$ cat src/pwr_ctrl_pkg.sv
// constants, field layout and state type of the wait/stop power control
package pwr_ctrl_pkg;

   // ------------------------------------------------------------
   // wake source indices
   // ------------------------------------------------------------
   localparam int NUM_SRC = 15;
   localparam int SRC_SERIAL = 0;
   localparam int SRC_CSI_I2C = 1;
   localparam int SRC_KEY = 2;
   localparam int SRC_ADC = 3;
   localparam int SRC_ITMR = 4;
   localparam int SRC_TMR_B = 5;
   localparam int SRC_TMR_C = 6;
   localparam int SRC_CAL = 7;
   localparam int SRC_EXT0 = 8;
   localparam int SRC_EXT1 = 9;
   localparam int SRC_EXT3 = 10;
   localparam int SRC_EXT_OTHER = 11;
   localparam int SRC_VMON1 = 12;
   localparam int SRC_VMON2 = 13;
   localparam int SRC_OSC_FAIL = 14;
   localparam int PRIO_W = 3;

   // ------------------------------------------------------------
   // register byte offsets
   // ------------------------------------------------------------
   localparam logic [7:0] ADDR_CTRL = 8'h00;
   localparam logic [7:0] ADDR_WAKE_CFG = 8'h04;
   localparam logic [7:0] ADDR_PRIO_LO = 8'h08;
   localparam logic [7:0] ADDR_PRIO_HI = 8'h0C;
   localparam logic [7:0] ADDR_STATUS = 8'h10;

   // ------------------------------------------------------------
   // control register fields
   // ------------------------------------------------------------
   localparam int CTRL_CLK_SRC = 0;
   localparam int CTRL_OSC_FAIL_IE = 1;
   localparam int CTRL_PCLK_HALT = 2;
   localparam int CTRL_FLASH_OFF = 3;
   localparam int CTRL_STOP = 4;
   localparam int CTRL_DIV_LSB = 5;
   localparam int CTRL_XCIN_DRV = 8;
   localparam int CTRL_XIN_DRV = 9;
   localparam int CTRL_W = 10;
   localparam logic [CTRL_W-1:0] CTRL_RESET = 10'h060;

   // ------------------------------------------------------------
   // wake configuration fields
   // ------------------------------------------------------------
   localparam int CFG_SERIAL_EXT = 0;
   localparam int CFG_ADC_ONE_SHOT = 1;
   localparam int CFG_ITMR_EVENT = 2;
   localparam int CFG_ITMR_FILT_OFF = 3;
   localparam int CFG_ITMR_SLOW_SRC = 4;
   localparam int CFG_CAL_RTC = 5;
   localparam int CFG_EXT0_FILT_OFF = 6;
   localparam int CFG_EXT1_FILT_OFF = 7;
   localparam int CFG_EXT3_FILT_OFF = 8;
   localparam int CFG_VMON1_FILT_DIS = 9;
   localparam int CFG_VMON2_FILT_DIS = 10;
   localparam int CFG_W = 11;
   localparam logic [CFG_W-1:0] CFG_RESET = 11'h000;

   // ------------------------------------------------------------
   // clock division codes and wake timing
   // ------------------------------------------------------------
   localparam logic [2:0] DIV_BY8 = 3'h3;
   localparam int CLK_PERIOD_PS = 10000;
   localparam int WAKE_FLASH_ON_NS = 60;
   localparam int WAKE_FLASH_OFF_NS = 400;
   localparam int TMR_W = 8;
   localparam logic [TMR_W-1:0] WAKE_CYC_FLASH_ON =
      TMR_W'((WAKE_FLASH_ON_NS * 1000 + CLK_PERIOD_PS - 1) / CLK_PERIOD_PS);
   localparam logic [TMR_W-1:0] WAKE_CYC_FLASH_OFF =
      TMR_W'((WAKE_FLASH_OFF_NS * 1000 + CLK_PERIOD_PS - 1) / CLK_PERIOD_PS);

   typedef enum logic [1:0] {PM_RUN, PM_WAIT, PM_STOP, PM_WAKE} pm_state_t;

endpackage : pwr_ctrl_pkg

$ cat src/wake_qualifier.sv
// decides which pending interrupt requests may end wait or stop mode
`timescale 1ns/1ps
module wake_qualifier
   import pwr_ctrl_pkg::*;
(
   // requests and gating
   input wire logic [NUM_SRC-1:0] irq_req,
   input wire logic [PRIO_W*NUM_SRC-1:0] irq_priority_level,
   input wire logic irq_global_enable,
   // mode and configuration
   input wire logic in_wait,
   input wire logic in_stop,
   input wire logic periph_clock_halt_in_idle,
   input wire logic [CFG_W-1:0] cfg,
   // result
   output logic [NUM_SRC-1:0] qualified
);

   logic [NUM_SRC-1:0] wait_run_ok;
   logic [NUM_SRC-1:0] wait_halt_ok;
   logic [NUM_SRC-1:0] stop_ok;
   logic itmr_event_nf;

   // -------------------------------------------------------------
   // usability tables per mode
   // -------------------------------------------------------------
   always_comb begin
      itmr_event_nf = cfg[CFG_ITMR_EVENT] & cfg[CFG_ITMR_FILT_OFF];
      wait_run_ok = '1;
      wait_run_ok[SRC_ADC] = cfg[CFG_ADC_ONE_SHOT];
      // clocks halted, only externally or slowly clocked units
      wait_halt_ok = '0;
      wait_halt_ok[SRC_SERIAL] = cfg[CFG_SERIAL_EXT];
      wait_halt_ok[SRC_KEY] = 1'b1;
      // event count unfiltered or slow count source
      wait_halt_ok[SRC_ITMR] = itmr_event_nf | cfg[CFG_ITMR_SLOW_SRC];
      // calendar timer in real time clock mode
      wait_halt_ok[SRC_CAL] = cfg[CFG_CAL_RTC];
      // external inputs 0, 1, 3 unfiltered
      wait_halt_ok[SRC_EXT0] = cfg[CFG_EXT0_FILT_OFF];
      wait_halt_ok[SRC_EXT1] = cfg[CFG_EXT1_FILT_OFF];
      wait_halt_ok[SRC_EXT3] = cfg[CFG_EXT3_FILT_OFF];
      wait_halt_ok[SRC_VMON1] = 1'b1;
      wait_halt_ok[SRC_VMON2] = 1'b1;
      // stop keeps only externally clocked sources
      stop_ok = '0;
      // serial external clock, key, unfiltered external inputs
      stop_ok[SRC_SERIAL] = cfg[CFG_SERIAL_EXT];
      stop_ok[SRC_KEY] = 1'b1;
      stop_ok[SRC_EXT0] = cfg[CFG_EXT0_FILT_OFF];
      stop_ok[SRC_EXT1] = cfg[CFG_EXT1_FILT_OFF];
      stop_ok[SRC_EXT3] = cfg[CFG_EXT3_FILT_OFF];
      // interval timer counting external pulses unfiltered
      stop_ok[SRC_ITMR] = itmr_event_nf;
      // voltage monitors with digital filter disabled
      stop_ok[SRC_VMON1] = cfg[CFG_VMON1_FILT_DIS];
      stop_ok[SRC_VMON2] = cfg[CFG_VMON2_FILT_DIS];
   end

   // -------------------------------------------------------------
   // final gating by priority level and global enable
   // -------------------------------------------------------------
   always_comb begin
      for (int i = 0; i < NUM_SRC; i++) begin
         qualified[i] = irq_req[i] & irq_global_enable
            & (irq_priority_level[PRIO_W*i +: PRIO_W] != '0)
            & ((in_wait & ~periph_clock_halt_in_idle & wait_run_ok[i])
            | (in_wait & periph_clock_halt_in_idle & wait_halt_ok[i])
            | (in_stop & stop_ok[i]));
      end
   end

endmodule : wake_qualifier

$ cat src/wake_timer.sv
// down counter that times the restart from wake request to handler
`timescale 1ns/1ps
module wake_timer
   import pwr_ctrl_pkg::*;
#(
   parameter int W = TMR_W
)
(
   // clock and reset
   input wire logic pclk,
   input wire logic presetn,
   // control
   input wire logic start,
   input wire logic [W-1:0] load_value,
   // status
   output logic busy,
   output logic done
);

   typedef struct packed {
      logic [W-1:0] count;
      logic busy;
      logic done;
   } tmr_t;

   tmr_t r;
   tmr_t next_r;

   // -------------------------------------------------------------
   // count down, one-cycle done pulse at the end
   // -------------------------------------------------------------
   always_comb begin
      next_r = r;
      next_r.done = 1'b0;
      if (start) begin
         next_r.count = load_value;
         next_r.busy = 1'b1;
      end else if (r.busy) begin
         if (r.count <= W'(1)) begin
            next_r.busy = 1'b0;
            next_r.done = 1'b1;
         end else begin
            next_r.count = r.count - W'(1);
         end
      end
   end

   // state register
   always_ff @(posedge pclk or negedge presetn) begin
      if (!presetn) begin
         r <= '0;
      end else begin
         r <= next_r;
      end
   end

   assign busy = r.busy;
   assign done = r.done;

endmodule : wake_timer

$ cat src/pwr_ctrl.sv
// wait and stop power control with wake qualification and APB registers
`timescale 1ns/1ps
module pwr_ctrl
   import pwr_ctrl_pkg::*;
(
   // clock and reset
   input wire logic pclk,
   input wire logic presetn,
   // APB slave
   input wire logic psel,
   input wire logic penable,
   input wire logic pwrite,
   input wire logic [7:0] paddr,
   input wire logic [31:0] pwdata,
   output logic [31:0] prdata,
   output logic pready,
   output logic pslverr,
   // CPU side
   input wire logic halt_exec,
   input wire logic irq_global_enable,
   output logic irq_seq_start,
   output logic [3:0] wake_source,
   // peripheral interrupt requests
   input wire logic [NUM_SRC-1:0] irq_req,
   // clock and pin control
   output logic cpu_clk_en,
   output logic periph_clk_en,
   output logic osc_run,
   output logic io_hold,
   output logic flash_pwr_down,
   output logic [2:0] cpu_div_sel,
   output logic system_clock_source_flag,
   output logic xin_drive_high,
   output logic xcin_drive_high
);

   // -------------------------------------------------------------
   // state
   // -------------------------------------------------------------
   typedef struct packed {
      pm_state_t mode;
      logic [CTRL_W-1:0] ctrl;
      logic [CFG_W-1:0] cfg;
      logic [PRIO_W*NUM_SRC-1:0] prio;
      logic [2:0] saved_div;
      logic saved_src;
      logic from_wait;
      logic [3:0] src;
      logic tmr_start;
      logic seq;
      logic cpu_clk;
      logic [31:0] rdata;
      logic err;
   } pwr_t;

   pwr_t r;
   pwr_t next_r;

   logic [NUM_SRC-1:0] qualified;
   logic tmr_busy;
   logic tmr_done;
   logic access;
   logic setup;
   logic [TMR_W-1:0] wake_cycles;

   // lowest index of a set request
   function automatic logic [3:0] first_set(input logic [NUM_SRC-1:0] v);
      logic [3:0] idx;
      idx = '0;
      for (int i = NUM_SRC - 1; i >= 0; i--) begin
         if (v[i]) begin
            idx = 4'(i);
         end
      end
      return idx;
   endfunction : first_set

   // true when the offset is one of the mapped registers
   function automatic logic mapped(input logic [7:0] a);
      return (a == ADDR_CTRL) || (a == ADDR_WAKE_CFG)
         || (a == ADDR_PRIO_LO) || (a == ADDR_PRIO_HI)
         || (a == ADDR_STATUS);
   endfunction : mapped

   // -------------------------------------------------------------
   // wake qualification and restart timing
   // -------------------------------------------------------------
   wake_qualifier u_qual (
      .irq_req(irq_req),
      .irq_priority_level(r.prio),
      .irq_global_enable(irq_global_enable),
      .in_wait(r.mode == PM_WAIT),
      .in_stop(r.mode == PM_STOP),
      .periph_clock_halt_in_idle(r.ctrl[CTRL_PCLK_HALT]),
      .cfg(r.cfg),
      .qualified(qualified)
   );

   // restart time chosen by flash power-off bit
   assign wake_cycles = r.ctrl[CTRL_FLASH_OFF] ? WAKE_CYC_FLASH_OFF
                                               : WAKE_CYC_FLASH_ON;

   wake_timer #(
      .W(TMR_W)
   ) u_tmr (
      .pclk(pclk),
      .presetn(presetn),
      .start(r.tmr_start),
      .load_value(wake_cycles),
      .busy(tmr_busy),
      .done(tmr_done)
   );

   // bus phase decode
   assign setup = psel & ~penable;
   assign access = psel & penable;

   // -------------------------------------------------------------
   // next-state logic
   // -------------------------------------------------------------
   always_comb begin
      next_r = r;
      next_r.tmr_start = 1'b0;
      next_r.seq = 1'b0;

      // register writes take effect at the access edge
      if (access && pwrite && r.mode == PM_RUN) begin
         case (paddr)
            ADDR_CTRL: begin
               next_r.ctrl = pwdata[CTRL_W-1:0];
               // stop request forces divide-by-8 and high drive
               if (pwdata[CTRL_STOP]) begin
                  next_r.ctrl[CTRL_DIV_LSB +: 3] = DIV_BY8;
                  next_r.ctrl[CTRL_XCIN_DRV] = 1'b1;
                  next_r.ctrl[CTRL_XIN_DRV] = 1'b1;
                  next_r.mode = PM_STOP;
                  next_r.from_wait = 1'b0;
                  next_r.cpu_clk = 1'b0;
               end
            end
            ADDR_WAKE_CFG: next_r.cfg = pwdata[CFG_W-1:0];
            ADDR_PRIO_LO: next_r.prio[23:0] = pwdata[23:0];
            ADDR_PRIO_HI: next_r.prio[PRIO_W*NUM_SRC-1:24] =
               pwdata[PRIO_W*NUM_SRC-25:0];
            default: begin
            end
         endcase
      end

      // read data is latched in the setup cycle
      if (setup) begin
         next_r.err = ~mapped(paddr);
         case (paddr)
            ADDR_CTRL: next_r.rdata = 32'(r.ctrl);
            ADDR_WAKE_CFG: next_r.rdata = 32'(r.cfg);
            ADDR_PRIO_LO: next_r.rdata = {8'h00, r.prio[23:0]};
            ADDR_PRIO_HI: next_r.rdata =
               32'(r.prio[PRIO_W*NUM_SRC-1:24]);
            ADDR_STATUS: next_r.rdata = {22'h00_0000, r.from_wait,
               r.saved_div, r.src, r.mode};
            default: next_r.rdata = 32'h0000_0000;
         endcase
      end

      // power mode sequencing
      case (r.mode)
         PM_RUN: begin
            if (halt_exec && next_r.mode == PM_RUN) begin
               next_r.mode = PM_WAIT;
               next_r.from_wait = 1'b1;
               // capture clock source and division at halt
               next_r.saved_div = r.ctrl[CTRL_DIV_LSB +: 3];
               next_r.saved_src = r.ctrl[CTRL_CLK_SRC];
               // oscillation-fail enable keeps CPU clock on
               next_r.cpu_clk = r.ctrl[CTRL_OSC_FAIL_IE];
            end
         end
         PM_WAIT, PM_STOP: begin
            // only a qualified interrupt ends the low-power mode
            if (qualified != '0) begin
               // capture request, restart clock, then time the entry
               next_r.src = first_set(qualified);
               next_r.mode = PM_WAKE;
               next_r.cpu_clk = 1'b1;
               next_r.tmr_start = 1'b1;
            end
         end
         PM_WAKE: begin
            if (tmr_done) begin
               next_r.mode = PM_RUN;
               next_r.seq = 1'b1;
               next_r.ctrl[CTRL_STOP] = 1'b0;
               // restore source and division after wait
               if (r.from_wait) begin
                  next_r.ctrl[CTRL_DIV_LSB +: 3] = r.saved_div;
                  next_r.ctrl[CTRL_CLK_SRC] = r.saved_src;
               end
            end
         end
         default: begin
            next_r.mode = PM_RUN;
            next_r.cpu_clk = 1'b1;
         end
      endcase
   end

   // -------------------------------------------------------------
   // state register
   // -------------------------------------------------------------
   always_ff @(posedge pclk or negedge presetn) begin
      if (!presetn) begin
         r.mode <= PM_RUN;
         r.ctrl <= CTRL_RESET;
         r.cfg <= CFG_RESET;
         r.prio <= '0;
         r.saved_div <= DIV_BY8;
         r.saved_src <= 1'b0;
         r.from_wait <= 1'b0;
         r.src <= '0;
         r.tmr_start <= 1'b0;
         r.seq <= 1'b0;
         r.cpu_clk <= 1'b1;
         r.rdata <= 32'h0000_0000;
         r.err <= 1'b0;
      end else begin
         r <= next_r;
      end
   end

   // -------------------------------------------------------------
   // outputs
   // -------------------------------------------------------------
   // bus answers in the first access cycle
   assign pready = 1'b1;
   assign pslverr = access & r.err;
   assign prdata = r.rdata;

   // CPU handshake
   assign irq_seq_start = r.seq;
   assign wake_source = r.src;

   // glitch-free CPU clock gate from a flop
   assign cpu_clk_en = r.cpu_clk;
   // peripheral clocks stop in wait only when asked
   assign periph_clk_en = (r.mode == PM_RUN) || (r.mode == PM_WAKE)
      || (r.mode == PM_WAIT && !r.ctrl[CTRL_PCLK_HALT]);
   assign osc_run = (r.mode != PM_STOP);
   // ports frozen while the CPU is idle
   assign io_hold = (r.mode == PM_WAIT) || (r.mode == PM_STOP);
   assign flash_pwr_down = io_hold & r.ctrl[CTRL_FLASH_OFF];
   assign cpu_div_sel = r.ctrl[CTRL_DIV_LSB +: 3];
   assign system_clock_source_flag = r.ctrl[CTRL_CLK_SRC];
   assign xin_drive_high = r.ctrl[CTRL_XIN_DRV];
   assign xcin_drive_high = r.ctrl[CTRL_XCIN_DRV];

endmodule : pwr_ctrl

$ cat config.mk
export PLATFORM = sky130hd
export DESIGN_NAME = pwr_ctrl
export DESIGN_NICKNAME = d
export VERILOG_FILES = /design/src/pwr_ctrl_pkg.sv /design/src/wake_qualifier.sv /design/src/wake_timer.sv /design/src/pwr_ctrl.sv
export SDC_FILE = /design/constraint.sdc
export NUM_CORES = 1
export LEC_CHECK = 0
export ABC_AREA = 0
export ABC_CLOCK_PERIOD_IN_PS = 2100
export BUFFER_PORTS_ARGS = -buffer_cell sky130_fd_sc_hd__clkbuf_2
export CAP_MARGIN = 20
export CORE_MARGIN = 1.5
export CORE_UTILIZATION = 30
export CTS_CLUSTER_DIAMETER = 200
export DETAILED_ROUTE_END_ITERATION = 7
export SLEW_MARGIN = 5
export SYNTH_ARGS = -nofsm -noshare
export SYNTH_HDL_FRONTEND = slang
export SYNTH_SLANG_ARGS = --single-unit
export TNS_END_PERCENT = 50
$ cat constraint.sdc
create_clock -name pclk -period 2.1 [get_ports pclk]
set_clock_uncertainty 0.05 [all_clocks]
set_input_delay 0.21 -clock pclk [delete_from_list [all_inputs] [get_ports pclk]]
set_output_delay 0.21 -clock pclk [all_outputs]
set_load 0.01 [all_outputs]
Yosys cells after proc, flatten, opt, wreduce, memory -nomap -nowiden
Index checks and enable logic that the tools add are counted.
{"block": "totals", "ff_bits": 123, "latchBits": 0, "ramBits": 0, "rom_bits": 0, "in_bits": 62, "output_inout_bits": 50, "word_cells": 207, "mem_count": 0}
{"block": "classes", "addsub": 1, "n_mul": 0, "n_div": 0, "magnitude_cmp": 1, "eq_ne": 9, "shifts": 0, "mux": 53, "bitwise": 85, "n_reduce_logical": 40}
{"op": "$pmux 24 s5", "n": 1}
{"op": "$mux 4", "n": 17}
{"op": "$mux 68", "n": 1}
{"op": "$and 1x1->1", "n": 66}
{"op": "$reduce_bool 3->1", "n": 15}
{"op": "$mux 24", "n": 1}
{"op": "$mux 21", "n": 1}
{"op": "$mux 1", "n": 18}
{"op": "$eq 8x4->1 const B", "n": 2}
{"op": "$or 1x1->1", "n": 16}
{"op": "$reduce_bool 15->1", "n": 1}
{"op": "$reduce_and 2->1", "n": 7}
{"op": "$mux 12", "n": 1}
{"op": "$mux 11", "n": 1}
{"op": "$mux 10", "n": 1}
{"op": "$mux 9", "n": 1}
{"op": "$eq 8x3->1 const B", "n": 1}
{"op": "$eq 8x5->1 const B", "n": 1}
{"op": "$le 8x1->1 const B", "n": 1}
{"op": "$logic_not 8->1", "n": 1}
{"op": "$mux 2", "n": 4}
{"op": "$mux 8", "n": 1}
{"op": "$sub 8x1->8 const B", "n": 1}
{"op": "$logic_or 1x1->1", "n": 7}
{"op": "other kinds (14)", "n": 22}

Longest topological paths before layout
{"block": "depth", "ltp_word": 19, "mapped_depth": 10, "mapped_depth_nobuf": 9}

Cells and area by module
From an unflattened synthesis, not the netlist that was laid out.
{"block": "unflattened", "hier_cells": 564, "area_unflattened_um2": 6139.6}
{"mod": "pwr_ctrl", "instances": 1, "cells_each": 459, "area_each_um2": 5213.8, "seq_area_each_um2": 2633.8}
{"mod": "wake_timer", "instances": 1, "cells_each": 68, "area_each_um2": 659.4, "seq_area_each_um2": 250.2}
{"mod": "wake_qualifier", "instances": 1, "cells_each": 37, "area_each_um2": 266.5, "seq_area_each_um2": 0.0}

Worst setup path after synthesis
OpenSTA, ideal clock, no wires.
{"block": "synth_timing", "kind": "register to register", "from": "register r[112] (netlist name)", "to": "register r (netlist bit wake_source[0])", "setup_ns": 0.125, "arrival_time_ns": 2.151, "required_time_ns": 1.925, "setup_slack_ns": -0.226, "path_stages_with_launch": 10, "n_path_buf": 0, "period_less_slack_ns": 2.326, "cell_sequence": "dfrtp_1 -> inv_1 -> ha_1 -> nor2b_1 -> o2111ai_1 -> and3_1 -> a31o_2 -> nor2b_4 -> inv_2 -> mux2_4"}
{"block": "synth_via", "elab_chain_cells": 19, "elab_cells_between_ends": 65, "cone_classes": "eq/ne: 2; mux: 14; bitwise: 46; reduce/logical: 3"}
{"element": "from (decl)", "line_no": "pwr_ctrl.sv:56", "source": "pwr_t r;"}
{"element": "from (signal assigned)", "line_no": "pwr_ctrl.sv:226", "source": "r <= next_r;"}
{"element": "$eq 2x1->1", "line_no": "pwr_ctrl.sv:92, pwr_ctrl.sv:166"}
{"element": "$and 1x1->1 (on tied branches)", "line_no": "wake_qualifier.sv:67, wake_qualifier.sv:68"}
{"element": "$or 1x1->1", "line_no": "wake_qualifier.sv:68", "source": "| (in_wait & periph_clock_halt_in_idle & wait_halt_ok[i])"}
{"element": "$or 1x1->1", "line_no": "wake_qualifier.sv:69", "source": "| (in_stop & stop_ok[i]));"}
{"element": "$and 1x1->1", "line_no": "wake_qualifier.sv:67", "source": "& ((in_wait & ~periph_clock_halt_in_idle & wait_run_ok[i])"}
{"element": "$mux 4 (14 in series)", "line_no": "pwr_ctrl.sv:71", "source": "if (v[i]) begin"}
Parallel ways exist; a longest one is shown, timed or not.
A chain may end at the register's enable or synchronous reset.

Worst setup path after layout
{"block": "layout_timing", "from": "register r[111] (netlist name)", "to": "register r (netlist bit wake_source[0])"}
Same word-level chain as after synthesis.

==> run metrics <==
unrepaired setup endpoints after global routing yes; setup tns final -0.1792 ns; Slew Limit Fails 0; vias per inst around 5; PD cells between 600 and 700 mW/mm^2; Initial Util a little under a third; CTS clk-pin slew, worst paths about 0.050 ns; Max Cap Violations 0; Total Power Consumption about 5.5 mW; Final Hold Viols 0; Die W approximately 140 um; gr busiest metal met2; Final HPWL DP between 10 and 15 mm; leakage ~4.0 nW; fill count 1942; Max clock buf depth 2; CP Launch Type register; Sw Ratio a little over a fifth; number of port buffers 94; Comb power frac about 4.5%; vias in the first global route ~4.7k; fmax about 0.46 GHz; Worst Max-Slew Pin Slew about 0.56 ns; CP arrival around 2.5 ns; CTS Buf Count 17; Area after DPL roughly 0.0070 sq mm; Seq/Total Area, Yosys a little under half; Max transition margin between 60% and 70%; Ant. Diodes 0; WP data required 2.36 ns; Post-Route WL 17.39 mm; clock share of power 55.1%; ys flop type dfrtp_1; clock sink total roughly 120; Mapped Area approximately 0.0060 sq mm; Core Region roughly 0.020 sq mm; Async SR Flop Fraction 100.0%; crit end category register; share of layout cells above drive strength 1 roughly 44%; grt met1 use 23.30%; Tot GR Track Use between 10% and 20%; Synth Instances between 500 and 600; Min Clock Period, post-route about 2.2 ns; synthesized area per cell about 11 sq um; via count 4693; final setup violating endpoints 2; failing checks negative setup slack; Post-synth EDFFs 0; Post-Layout Cell Count 960; nets around 750; first-pass GRT wire length ~27 mm; sequential fraction of design power a little over 40%; Hold WC Path Type in2reg; CP Max Fanout 6; row count 51; Cells after DPL ~900; initial antenna violation count 0; WP buf/inv 2; Synth Warn # 0; gpl congestion between 0.8 and 0.9; most used cell, CP inv_2; Root Buffer Master clkbuf_16; Pint approximately 4.4 mW; Worst-Skew Late Latency 0.43 ns; period utilization 104.3%; Netlist cell types 63; crit-path cells inv_2 > ha_4 > o21a_4 > o311ai_4 > o22a_1 > a31o_4 > nor2b_4 > inv_2 > mux2_4; remaining antenna violation count 0; TritonCTS clock tree yes; GR Layer Usage met3 between 3 and 4%; Worst path slowest cell dfrtp_1; count of state elements after synthesis between 100 and 150; GRT met2 Usage approximately 27%; worst vdd ir just over 0.6 mV; DRC viols 0; gr ovfl total 0; Top Ports around 110; CP peak stage delay approximately 0.43 ns; drt initial violations 270; CP delay by family, top compound AO/OA/AOI/OAI gates; setup ws final -0.09081 ns; crit path kind reg2reg; chip height around 140 um; Die ar. around 0.021 sq mm; Pre-Repair DR Iteration Count 7; H-tree depth 4; Net Switching approximately 1.2 mW; area growth from synthesis to layout 33.60%; largest net degree at the start of global routing 42; Finished Cell Area 0.008030 sq mm; per-cell routed wire length roughly 18 um; status finished with violations
-- state kept, by name (all words and copies together), names as in the netlist --
signal / flops
cpu_div_sel: 3
prdata: 24
xcin_drive_high: 1
cpu_clk_en: 1
irq_seq_start: 1
u_tmr.r: 8
xin_drive_high: 1
u_tmr.busy: 1
system_clock_source_flag: 1
wake_source: 4
r: 69
u_tmr.done: 1
-- synthesized netlist by cell type, types with 3 or more instances --
cell type  number  area share, %
a21oi_1        10           0.83
a222oi_1       10            1.7
a22o_1         10            1.5
and2_1          4           0.42
and3_1          8           0.83
buf_2           4           0.33
buf_4          43            5.4
clkbuf_1       16            1.0
dfrtp_1       110             46
dfstp_2         5            2.2
ha_1            6            1.2
inv_1           8           0.50
mux2_2         46            8.6
mux2_4         26            6.5
mux2i_1        12            2.0
nand2_1        59            3.7
nand2b_1        3           0.31
nand3_1         8           0.67
nor2_1         20            1.2
nor2b_1         5           0.52
nor3_1          5           0.42
o2111ai_1       3           0.44
o21a_1          4           0.50
o21ai_0        37            3.1
o22ai_1         3           0.31
o311a_1         6            1.0
o311ai_0        5           0.73
o31a_1          3           0.44
o31ai_1         6           0.75
or3_1           4           0.42
xor2_1          3           0.44
-- power by group through the flow --
stage / registers, mW / clock network, mW / logic, mW
2_1_floorplan: 2.26 / 0 / 0.0783
3_3_place_gp: 2.26 / 0 / 0.225
3_5_place_dp: 2.26 / 0 / 0.223
4_1_cts: 2.22 / 3.09 / 0.252
5_1_grt: 2.22 / 3.20 / 0.274
6_report: 2.22 / 3.03 / 0.249
-- per-layer routing --
metal  up-vias  wire length (um)
li1       2204                 -
met1      2325              8041
met2       136              7982
met3        28               926
met4         0               437
met5         -                 0
-- layout by cell type, fill, tap and decap left out, drive strengths merged, types with 3 or more instances in the layout --
cell / Yosys / layout
xor2: 3 / 3
nand4: 3 / 3
a21boi: 3 / 3
a21oi: 10 / 10
o22ai: 3 / 3
o21ai: 37 / 37
bufinv: 0 / 4
ha: 6 / 6
nand2: 61 / 61
mux2: 72 / 72
nor2: 21 / 21
o31ai: 6 / 6
o2111ai: 3 / 3
o31a: 3 / 3
dfrtp: 110 / 110
clkbuf: 16 / 116
nand3: 8 / 8
conb: 2 / 9
mux2i: 12 / 12
and2: 4 / 4
buf: 49 / 74
a22o: 10 / 10
nor2b: 6 / 6
dlygate4sd3: 0 / 18
o21a: 4 / 4
or3: 4 / 4
o311ai: 6 / 6
dfstp: 5 / 5
nand2b: 3 / 3
clkinv: 0 / 3
and3: 8 / 8
a222oi: 10 / 10
o311a: 6 / 6
inv: 9 / 9
nor3: 7 / 7
-- final cells by class --
cell class / instances / area [sq um] / area share [%]
Inverter: 9 / 33.78 / 0.4207
Clock buffer: 22 / 464.2 / 5.781
Sequential cell: 115 / 2884 / 35.91
Clock inverter: 9 / 153.9 / 1.916
Multi-Input combinational cell: 354 / 2839 / 35.35
Tap cell: 265 / 331.6 / 4.129
Timing Repair Buffer: 186 / 1324 / 16.48
-- timing repair --
action | CTS | global route
setup buffers | 6 | 1
endpoints found under the setup margin | 7 | 44
gates cloned | 0 | 2
endpoints found under the hold margin | 58 | 0
resized for setup | 12 | 13
hold buffers | 18 | 0
pin swaps | 10 | 6
-- through the flow --
stage	setup slack (ns)	utilization [%]	hold WS, ns
floorplan	-0.03227	-	-0.1356
global placement	-0.1294	36.00	0.1947
detailed placement	-0.1486	36.00	0.2006
CTS	-0.07568	40.60	0.003810
global route	-0.1675	41.13	0.02292
finish	-0.09081	41.13	0.03182
-- kinds of logic after synthesis --
| family | synth area share, % |
|---|---|
| AO/OA/AOI/OAI | 13.80 |
| flip-flops | 47.98 |
| other | 0.1249 |
| adder cells (fa/ha/maj) | 1.249 |
| XOR/XNOR | 0.7287 |
| multiplexers | 17.11 |
| buffers and inverters | 7.639 |
| AND/OR/NAND/NOR | 11.37 |
-- worst reg2reg max path, cell delays in order (launching register included) --
cell      delay [ns]
dfrtp_1         0.43
inv_2           0.12
ha_4            0.15
o21a_4          0.20
o311ai_4        0.12
o22a_1          0.24
a31o_4          0.25
nor2b_4         0.12
inv_2           0.09
mux2_4          0.30
-- final timing paths --
path,from,to,slack [ns],cells after the start
worst max-delay path,r[111]$_DFF_PN0_,wake_source[0]$_DFFE_PN0P_,-0.09,9
worst min-delay path,pwdata[5],r[95]$_DFFE_PN0P_,0.03,3
worst max register to register,r[111]$_DFF_PN0_,wake_source[0]$_DFFE_PN0P_,-0.09,9
worst min register to register,prdata[22]$_DFFE_PN0P_,prdata[22]$_DFFE_PN0P_,0.42,2
max in group asynchronous,presetn,r[72]$_DFFE_PN0P_,1.09,3
min in group asynchronous,presetn,r[83]$_DFFE_PN0P_,0.27,2
Note: power is estimated with default switching activity, not from simulation.
